$ cat config.mk
export PLATFORM = sky130hd
export DESIGN_NAME = ctr_threshold_regs
export DESIGN_NICKNAME = d
export VERILOG_FILES = /design/src/hw/ctr_pkg.sv /design/src/hw/ctr_thr_reg.sv /design/src/hw/ctr_threshold_regs.sv
export VERILOG_INCLUDE_DIRS = /design/src /design/src/hw
export SDC_FILE = /design/constraint.sdc
export NUM_CORES = 1
export LEC_CHECK = 0
export ABC_CLOCK_PERIOD_IN_PS = 2700
export CELL_PAD_IN_SITES_DETAIL_PLACEMENT = 1
export CELL_PAD_IN_SITES_GLOBAL_PLACEMENT = 1
export CORE_MARGIN = 2
export CORE_UTILIZATION = 35
export CTS_CLUSTER_DIAMETER = 60
export DETAILED_ROUTE_END_ITERATION = 7
export DONT_BUFFER_PORTS = 1
export PLACE_DENSITY = 0.59
export SYNTH_ARGS = -nofsm -noshare
export SYNTH_HDL_FRONTEND = slang
export SYNTH_HIERARCHICAL = 1
export SYNTH_SLANG_ARGS = --single-unit
$ cat constraint.sdc
create_clock -name clk_sys_in -period 2.7 [get_ports clk_sys_in]
set_clock_uncertainty 0.15 [all_clocks]
set_input_delay 0 -clock clk_sys_in [delete_from_list [all_inputs] [get_ports clk_sys_in]]
set_output_delay 0 -clock clk_sys_in [all_outputs]
set_load 0.01 [all_outputs]
$ cat src/hw/ctr_defines.svh
// Purpose: Offsets, field positions and reset values of the converter
//          threshold register bank.
// Assumes: Included by its bare name from the package only; the modules do not include it.
// Notes:   Definitions only; there is no logic in this file.
`ifndef CTR_DEFINES_SVH
`define CTR_DEFINES_SVH

// Register indices on the configuration port
`define CTR_IDX_SLOPE       2'h0
`define CTR_IDX_UV_RISE     2'h1
`define CTR_IDX_UV_FALL     2'h2
`define CTR_IDX_OV_RISE     2'h3

// Register and code widths
`define CTR_REG_W           16
`define CTR_CODE_W          10

// Byte lanes of a 16-bit register
`define CTR_HI_MSB          15
`define CTR_HI_LSB          8
`define CTR_LO_MSB          7
`define CTR_LO_LSB          0
`define CTR_BE_HI           1
`define CTR_BE_LO           0

// Threshold code placement: code 9..2 in 15..8, code 1..0 in 7..6
`define CTR_THR_TOP_MSB     15
`define CTR_THR_TOP_LSB     8
`define CTR_THR_BOT_MSB     7
`define CTR_THR_BOT_LSB     6
`define CTR_CODE_TOP_MSB    9
`define CTR_CODE_TOP_LSB    2
`define CTR_CODE_BOT_MSB    1
`define CTR_CODE_BOT_LSB    0
`define CTR_THR_PAD         6'h00

// Power-on values, as whole register words
`define CTR_SLOPE_RST       16'h1526
`define CTR_UV_RISE_RST     16'h2500
`define CTR_UV_FALL_RST     16'h2280
`define CTR_OV_RISE_RST     16'hFC80

`define CTR_ZERO_WORD       16'h0000
`define CTR_ZERO_CODE       10'h000

`endif

$ cat src/hw/ctr_pkg.sv
// Purpose: Types and shared helpers of the converter threshold registers.
// Assumes: ctr_defines.svh supplies every number used here.
// Notes:   The byte merge is shared by the slope and threshold registers.
`include "ctr_defines.svh"

package ctr_pkg;

	// Register selector on the configuration port
	typedef enum logic [1:0] {
		CTR_SEL_SLOPE   = `CTR_IDX_SLOPE,
		CTR_SEL_UV_RISE = `CTR_IDX_UV_RISE,
		CTR_SEL_UV_FALL = `CTR_IDX_UV_FALL,
		CTR_SEL_OV_RISE = `CTR_IDX_OV_RISE
	} ctr_sel_t;

	// One access from the serial configuration engine
	typedef struct packed {
		logic                    wr;
		logic                    rd;
		ctr_sel_t                sel;
		logic [1:0]              be;
		logic [`CTR_REG_W-1:0]   wdata;
	} ctr_req_t;

	// Threshold codes handed to the input monitor comparators
	typedef struct packed {
		logic [`CTR_CODE_W-1:0]  uv_rise;
		logic [`CTR_CODE_W-1:0]  uv_fall;
		logic [`CTR_CODE_W-1:0]  ov_rise;
	} ctr_thr_t;

	// Replace only the byte lanes that are enabled
	function automatic logic [`CTR_REG_W-1:0] ctr_merge(
		input logic [`CTR_REG_W-1:0] old_word,
		input logic [`CTR_REG_W-1:0] new_word,
		input logic [1:0]            be
	);
		logic [`CTR_REG_W-1:0] res;
		res = old_word;
		if (be[`CTR_BE_HI]) begin
			res[`CTR_HI_MSB:`CTR_HI_LSB] = new_word[`CTR_HI_MSB:`CTR_HI_LSB];
		end
		if (be[`CTR_BE_LO]) begin
			res[`CTR_LO_MSB:`CTR_LO_LSB] = new_word[`CTR_LO_MSB:`CTR_LO_LSB];
		end
		return res;
	endfunction

endpackage

$ cat src/hw/ctr_thr_reg.sv
// Purpose: One input voltage threshold register holding a 10-bit code.
// Assumes: Write strobe and byte enables come from the same clock domain.
// Notes:   Only the ten code bits are stored; the six low bits do not exist.
`timescale 1ns/10ps

module ctr_thr_reg
	import ctr_pkg::*;
#(
	parameter logic [`CTR_REG_W-1:0] RESET_WORD = `CTR_ZERO_WORD
) (
	input  wire logic                   clk_sys_in,
	input  wire logic                   rstn_in,
	input  wire logic                   wr_in,
	input  wire logic [1:0]             be_in,
	input  wire logic [`CTR_REG_W-1:0]  wdata_in,
	output logic      [`CTR_CODE_W-1:0] code_out,
	output logic      [`CTR_REG_W-1:0]  word_out
);

	logic [`CTR_CODE_W-1:0] code_r;
	logic [`CTR_CODE_W-1:0] code_nxt;
	logic [`CTR_REG_W-1:0]  merged;
	logic [`CTR_CODE_W-1:0] reset_code;

	// Reset word folded back into code form
	assign reset_code = {RESET_WORD[`CTR_THR_TOP_MSB:`CTR_THR_TOP_LSB],
	                     RESET_WORD[`CTR_THR_BOT_MSB:`CTR_THR_BOT_LSB]};

	// Word view: code 9..2 high byte, code 1..0 at 7..6, rest zero
	assign word_out = {code_r[`CTR_CODE_TOP_MSB:`CTR_CODE_TOP_LSB],
	                   code_r[`CTR_CODE_BOT_MSB:`CTR_CODE_BOT_LSB],
	                   `CTR_THR_PAD};

	// Byte merge against the word view, then strip the dead bits
	assign merged   = ctr_merge(word_out, wdata_in, be_in);
	assign code_nxt = wr_in ? {merged[`CTR_THR_TOP_MSB:`CTR_THR_TOP_LSB],
	                           merged[`CTR_THR_BOT_MSB:`CTR_THR_BOT_LSB]}
	                        : code_r;

	// Code storage
	always_ff @(posedge clk_sys_in) begin
		if (!rstn_in) begin
			code_r <= reset_code;
		end else begin
			code_r <= code_nxt;
		end
	end

	assign code_out = code_r;

endmodule

$ cat src/hw/ctr_threshold_regs.sv
// Purpose: Slope compensation and input voltage threshold registers of a
//          digitally controlled buck-boost converter.
// Assumes: The serial configuration engine runs on clk_sys_in and presents
//          at most one access per cycle; the enable level is synchronous.
// Notes:   Read data is registered and appears one cycle after the request.
`timescale 1ns/10ps

// Functional notes
// Slope register: 16-bit read/write, high byte 15..8, low byte 7..0.
// Undervoltage rising code: bits 9..2 at 15..8, bits 1..0 at 7..6.
// Threshold register bits 5..0 read zero; writes to them do nothing.
// Undervoltage rising register resets to 0x2500.
// Undervoltage falling code: bits 9..2 at 15..8, bits 1..0 at 7..6.
// Undervoltage falling register resets to 0x2280.
// Overvoltage rising code: bits 9..2 at 15..8, bits 1..0 at 7..6.
// Overvoltage rising register resets to 0xFC80.
// Software codes a threshold as volts times 1024 over 40.96.
// Slope register resets to its per-bit defaults, 0x1526.
module ctr_threshold_regs
	import ctr_pkg::*;
(
	input  wire logic                   clk_sys_in,
	input  wire logic                   rstn_in,
	input  wire ctr_req_t               req_in,
	input  wire logic                   conv_enabled_in,
	output logic                        ack_out,
	output logic                        rvalid_out,
	output logic      [`CTR_REG_W-1:0]  rdata_out,
	output logic                        wr_blocked_out,
	output logic      [`CTR_REG_W-1:0]  slope_comp_out,
	output ctr_thr_t                    thresholds_out
);

	// Decoded write strobes
	wire                    hit_slope;
	wire                    hit_uv_rise;
	wire                    hit_uv_fall;
	wire                    hit_ov_rise;
	wire                    slope_locked;
	wire                    slope_wr;
	wire [`CTR_REG_W-1:0]   uv_rise_word;
	wire [`CTR_REG_W-1:0]   uv_fall_word;
	wire [`CTR_REG_W-1:0]   ov_rise_word;
	wire [`CTR_REG_W-1:0]   read_mux;

	logic [`CTR_REG_W-1:0]  slope_r;
	logic [`CTR_REG_W-1:0]  slope_nxt;
	logic [`CTR_REG_W-1:0]  rdata_r;
	logic [`CTR_REG_W-1:0]  rdata_nxt;
	logic                   rvalid_r;
	logic                   blocked_r;
	logic                   blocked_nxt;

	// Address decode; the two-bit selector has no unmapped value
	assign hit_slope   = req_in.wr && (req_in.sel == CTR_SEL_SLOPE);
	assign hit_uv_rise = req_in.wr && (req_in.sel == CTR_SEL_UV_RISE);
	assign hit_uv_fall = req_in.wr && (req_in.sel == CTR_SEL_UV_FALL);
	assign hit_ov_rise = req_in.wr && (req_in.sel == CTR_SEL_OV_RISE);

	// The loop reads slope every cycle, so changing it live would upset
	// regulation; writes are dropped while the converter runs.
	assign slope_locked = conv_enabled_in;
	assign slope_wr     = hit_slope && !slope_locked;

	// Slope compensation word, byte lanes as written
	assign slope_nxt = slope_wr ? ctr_merge(slope_r, req_in.wdata, req_in.be)
	                            : slope_r;

	always_ff @(posedge clk_sys_in) begin
		if (!rstn_in) begin
			slope_r <= `CTR_SLOPE_RST;
		end else begin
			slope_r <= slope_nxt;
		end
	end

	// Undervoltage rising threshold
	ctr_thr_reg #(
		.RESET_WORD (`CTR_UV_RISE_RST)
	) u_uv_rise (
		.clk_sys_in (clk_sys_in),
		.rstn_in    (rstn_in),
		.wr_in      (hit_uv_rise),
		.be_in      (req_in.be),
		.wdata_in   (req_in.wdata),
		.code_out   (thresholds_out.uv_rise),
		.word_out   (uv_rise_word)
	);

	// Undervoltage falling threshold
	ctr_thr_reg #(
		.RESET_WORD (`CTR_UV_FALL_RST)
	) u_uv_fall (
		.clk_sys_in (clk_sys_in),
		.rstn_in    (rstn_in),
		.wr_in      (hit_uv_fall),
		.be_in      (req_in.be),
		.wdata_in   (req_in.wdata),
		.code_out   (thresholds_out.uv_fall),
		.word_out   (uv_fall_word)
	);

	// Overvoltage rising threshold
	ctr_thr_reg #(
		.RESET_WORD (`CTR_OV_RISE_RST)
	) u_ov_rise (
		.clk_sys_in (clk_sys_in),
		.rstn_in    (rstn_in),
		.wr_in      (hit_ov_rise),
		.be_in      (req_in.be),
		.wdata_in   (req_in.wdata),
		.code_out   (thresholds_out.ov_rise),
		.word_out   (ov_rise_word)
	);

	// Read selection; threshold words already carry zero low bits
	assign read_mux = (req_in.sel == CTR_SEL_SLOPE)   ? slope_r      :
	                  (req_in.sel == CTR_SEL_UV_RISE) ? uv_rise_word :
	                  (req_in.sel == CTR_SEL_UV_FALL) ? uv_fall_word :
	                                                    ov_rise_word;

	// Read data holds its last value between reads
	assign rdata_nxt   = req_in.rd ? read_mux : rdata_r;
	assign blocked_nxt = hit_slope && slope_locked;

	// Read and status flops
	always_ff @(posedge clk_sys_in) begin
		if (!rstn_in) begin
			rdata_r   <= `CTR_ZERO_WORD;
			rvalid_r  <= 1'b0;
			blocked_r <= 1'b0;
		end else begin
			rdata_r   <= rdata_nxt;
			rvalid_r  <= req_in.rd;
			blocked_r <= blocked_nxt;
		end
	end

	// Every access is taken in the cycle it is presented
	assign ack_out        = req_in.wr || req_in.rd;
	assign rvalid_out     = rvalid_r;
	assign rdata_out      = rdata_r;
	assign wr_blocked_out = blocked_r;
	assign slope_comp_out = slope_r;

endmodule

### After elaboration in Yosys (flattened, before gate mapping)

Cells that the tools add are included.

| word-level totals | value |
|---|---|
| bits in registers | 64 |

| operators by class | value |
|---|---|
| equality and inequality tests | 3 |
| mux-type cells | 3 |
| reductions and logical operators | 17 |

Operator list:

| operator | count |
|---|---|
| 16-bit 2-to-1 mux | 3 |
| 2-bit AND reduction | 8 |
| 1-bit logical AND | 6 |
| 2-bit == test, second input constant | 2 |
| 2-bit by 1-bit == test with 1-bit output, second input constant | 1 |
| 2-bit logical NOT | 1 |
| 1-bit logical NOT | 1 |
| 1-bit logical OR | 1 |

### Depth between registers and ports, before layout

| depth | value |
|---|---|
| depth in word-level cells | 4 |
| mapped depth | 7 |
| mapped depth without buffers | 4 |

### Hierarchy

Netlist, hierarchy kept.

By module, submodules not included:

| module | times used | cells an instance | area each (µm²) | sequential area each (µm²) |
|---|---|---|---|---|
| ctr_threshold_regs | 1 | 174 | 1,714.1 | 680.7 |
| ctr_thr_reg at u_ov_rise | 1 | 63 | 570.5 | 200.2 |
| ctr_thr_reg at u_uv_rise | 1 | 64 | 566.8 | 200.2 |
| ctr_thr_reg at u_uv_fall | 1 | 64 | 565.5 | 200.2 |

### Worst setup path before layout

No wires, ideal clock.

| timing | value |
|---|---|
| path type | input port to flip-flop |
| from | input port req_in[18] (netlist name) |
| to | register slope_r[0] (netlist: slope_comp_out[0]) |
| data arrival time | 0.975 ns |
| data required time | 2.478 ns |
| setup slack | 1.504 ns |
| cell stages on the path | 5 |
| path through | buf_6 -> nor4b_4 -> and2_1 -> buf_6 -> mux2i_1 |

| between the ends | value |
|---|---|
| word-level cells in the longest chain between the ends | 4 |

RTL lines:

| item | RTL line | source |
|---|---|---|
| start, declared | ctr_threshold_regs.sv:24 | `input wire ctr_req_t req_in,` |
| 2-bit logical NOT | ctr_threshold_regs.sv:55 | `assign hit_slope = req_in.wr && (req_in.sel == CTR_SEL_SLOPE);` |
| 1-bit logical AND | ctr_threshold_regs.sv:55 |  |
| 1-bit logical AND | ctr_threshold_regs.sv:63 | `assign slope_wr = hit_slope && !slope_locked;` |
| 2-bit AND reduction (no line) | n/a |  |
| end signal, assigned | ctr_threshold_regs.sv:71 | `` slope_r <= `CTR_SLOPE_RST; `` |
| end signal, assigned | ctr_threshold_regs.sv:73 | `slope_r <= slope_nxt;` |
| end, declared | ctr_threshold_regs.sv:46 | `` logic [`CTR_REG_W-1:0] slope_r; `` |

No other way between the ends.
A chain may end at the register's enable or synchronous reset.

### Worst setup path in the final report

| timing | value |
|---|---|
| from | input port req_in[19] (netlist name) |
| to | register slope_r[1] (netlist: slope_comp_out[1]) |

Same word-level chain as after synthesis.

==> reports/metrics.cfg <==
[clock_network]
clk_latency_ns = 0.33
cts_max_path_buffers = 2
htreeDepth = 3
cts_tree = built
cts_setup_buffers = 0
cts_resized = 0
clkTransAtPathRegs_ns = 0.08
cts_sinks = 64
cts_inserted_buffers = 9
cts_root_buffer = clkbuf_8

[global_routing]
grt_start_max_net_pins = 92
grt_usage = 0.1886
grt.overflow.total = 0
antenna_found_initial = 0
grt_pass1_vias = 2600
grt_first_pass_wirelength_um = 14790

[floorplan]
coreArea_um2 = 9639
io_pins = 90
dieWidth_um = 102.8
dieArea_um2 = 10570
start_util = 0.3545
die_h_um = 102.8
rows = 36

[logic_synthesis]
ys_seq_area_frac = 0.3750
avgSynthCellArea_um2 = 9.362
synth_edf_count = 0
synthMuxAreaShare = 0.1230
synth_simple_gate_area_share = 0.1761
synth_warnings = 6
yosysTopAreaCell = dfxtp_1
synth_most_common_cell = dfxtp_1
synth_top_family_by_area = buffers and inverters
synth_top_area_frac = 0.3750
synthXorXnorAreaFrac = 0
synth_cell_types = 26
async_flop_share = 0
post_synth_fa_ha_maj_area_fraction = 0
synth-compound-area-share = 0.1380
synthFlopType = dfxtp_1
syn_area_um2 = 3417
netlist_top_cells_area = dfxtp_1 37%, mux2i_1 12%, buf_4 11%
synthTopCellsByCount = 64 x dfxtp_1, 51 x buf_4, 42 x mux2i_1, 38 x nand2_1, 20 x nand3_1
synth_seq_cells = 64
synthCells = 365

[min_path]
min_from = req_in[18]
hold_path.class = input port to flop

[job]
max_cap_violations = 0

[sta]
fmaxAchievable_mhz = 412.6
worst_hold_slack_ns = 0.04422
slew-limit-headroom = 0.3674
setup_violations = 0
min_period_over_period = 0.8977
slew_violations = 0
finalHoldViolations = 0
worst_slack_ns = 0.2762
setup_tns_ns = 0
tightest_slew_ns = 0.9457
period_needed_ns = 2.424
rsz0062_at_grt = false

[detailed_routing]
ant_nets = 0
wl_per_cell_um = 19.62
drc = 0
drt_iter0_drc = 90
post_drt_via_cell_ratio = 4.988
vias = 2484
finalWirelength_um = 9773
dr.pass1.iters = 4

[finish]
fin_util = 0.3906
area_growth_syn_to_layout_pct = 10.18
instances_no_fill = 498
drive_above_1_share = 0.1260
num_antenna_cells = 0
fin_nets = 385

[worst_setup_path]
endpoint_kind = flop
required_ns = 2.81
rr_startpoint = slope_comp_out[5]
endpoint = slope_comp_out[1]
arrival_ns = 2.53
worstSetupStartpoint = req_in[19]
reg2reg_to = slope_comp_out[5]
rrSetupSlack_ns = 1.26
start_kind = input port
crit_type = input port to flop
worst-path-max-fanout = 5
reg2reg_depth = 3

[place]
dp_hpwl_um = 6136
placed_cells = 437
portBuffers = 0
pre_cts_ws_ns = 1.330
globalplace.congestion = 0.7537

[power_and_ir_drop]
p_leak_nw = 1.496
power_density_nw_per_um2 = 550.8
ir_drop_mv = 0.2018

[status]
status = finished clean

power breakdown:
part           switching, mW  internal [mW]  total, mW
combinational          0.116         0.0925      0.208
clock                  0.370          0.475      0.845
sequential            0.0439          0.977       1.02
total                  0.530           1.54       2.07
per-layer routing:
metal  up-vias  routed length, um  GRT usage  share of wire
met3         7                716    0.07254          0.073
met1      1204               4413     0.2361           0.45
met4         0                 89    0.05870         0.0091
li1       1212                  -          -              -
met5         -                  0          0              0
met2        61               4553     0.3012           0.47
cell usage in the layout, fill, tap and decap left out:
cell type      count
dfxtp_1           64
and2_4             3
o21ai_2           13
clkbuf_1           2
buf_16             1
or2_2              1
mux2i_1           42
and3_1             1
nand4_1           17
o21ai_0            4
and3b_1            1
nand3_1           20
buf_4              1
nor4b_4            1
nand2_1           38
o221ai_1          16
and4_1             1
clkinv_2           2
and2_1             6
dlygate4sd3_1     43
o211ai_1           8
clkbuf_8          11
o211ai_2          11
nor2_1             2
nand3b_1          17
buf_12             1
bufinv_16          1
conb_1            18
inv_1             19
how the worst min path moves through the flow:
stage                            endpoint  slack [ns]  cells past startpoint
detailed placement  u_uv_fall/code_out[3]       -0.07                      1
global route            slope_comp_out[4]        0.05                      3
CTS                     slope_comp_out[7]        0.02                      3
finish                  slope_comp_out[4]        0.04                      3
floorplan                         ack_out       -0.05                      1
global placement    u_uv_fall/code_out[3]       -0.07                      1
kinds of logic after synthesis:
family | Yosys count
mux | 42
buf+inv | 96
compound gates | 52
simple gates | 108
flops | 64
other cells | 3
cell type report:
class                   count  area, um2
repair buffers             46      485.5
flip-flops and latches     64       1281
inverters                  19      71.32
fillers                  1135       5874
well taps                 133      166.4
clock buffers              13      158.9
clock inverters             3      40.04
multi-input cells         220       1562
flip-flops by register name, indices dropped and copies added, names as in the netlist:
register	cells
slope_comp_out	16
rdata_out	16
wr_blocked_out	1
u_uv_rise/code_out	10
u_ov_rise/code_out	10
u_uv_fall/code_out	10
rvalid_out	1
worst max-delay path, stage by stage:
cell,delay (ns)
dlygate4sd3_1,0.60
nor4b_4,0.39
dlygate4sd3_1,0.75
nand3_1,0.11
dlygate4sd3_1,0.58
o211ai_1,0.09
through the flow:
stage | area [um2] | total power, mW
6_report | 3765 | 2.074
5_1_grt | 3765 | 2.162
3_3_place_gp | 3088 | 1.147
2_1_floorplan | 3473 | 1.202
4_1_cts | 3765 | 2.100
3_5_place_dp | 3088 | 1.150
what timing repair did:
item | 4_1_cts | 5_1_grt
endpoints found under the hold margin | 65 | 0
endpoints found under the setup margin | 0 | 0
hold buffers | 45 | 0
(Power assumes the default switching activity.)
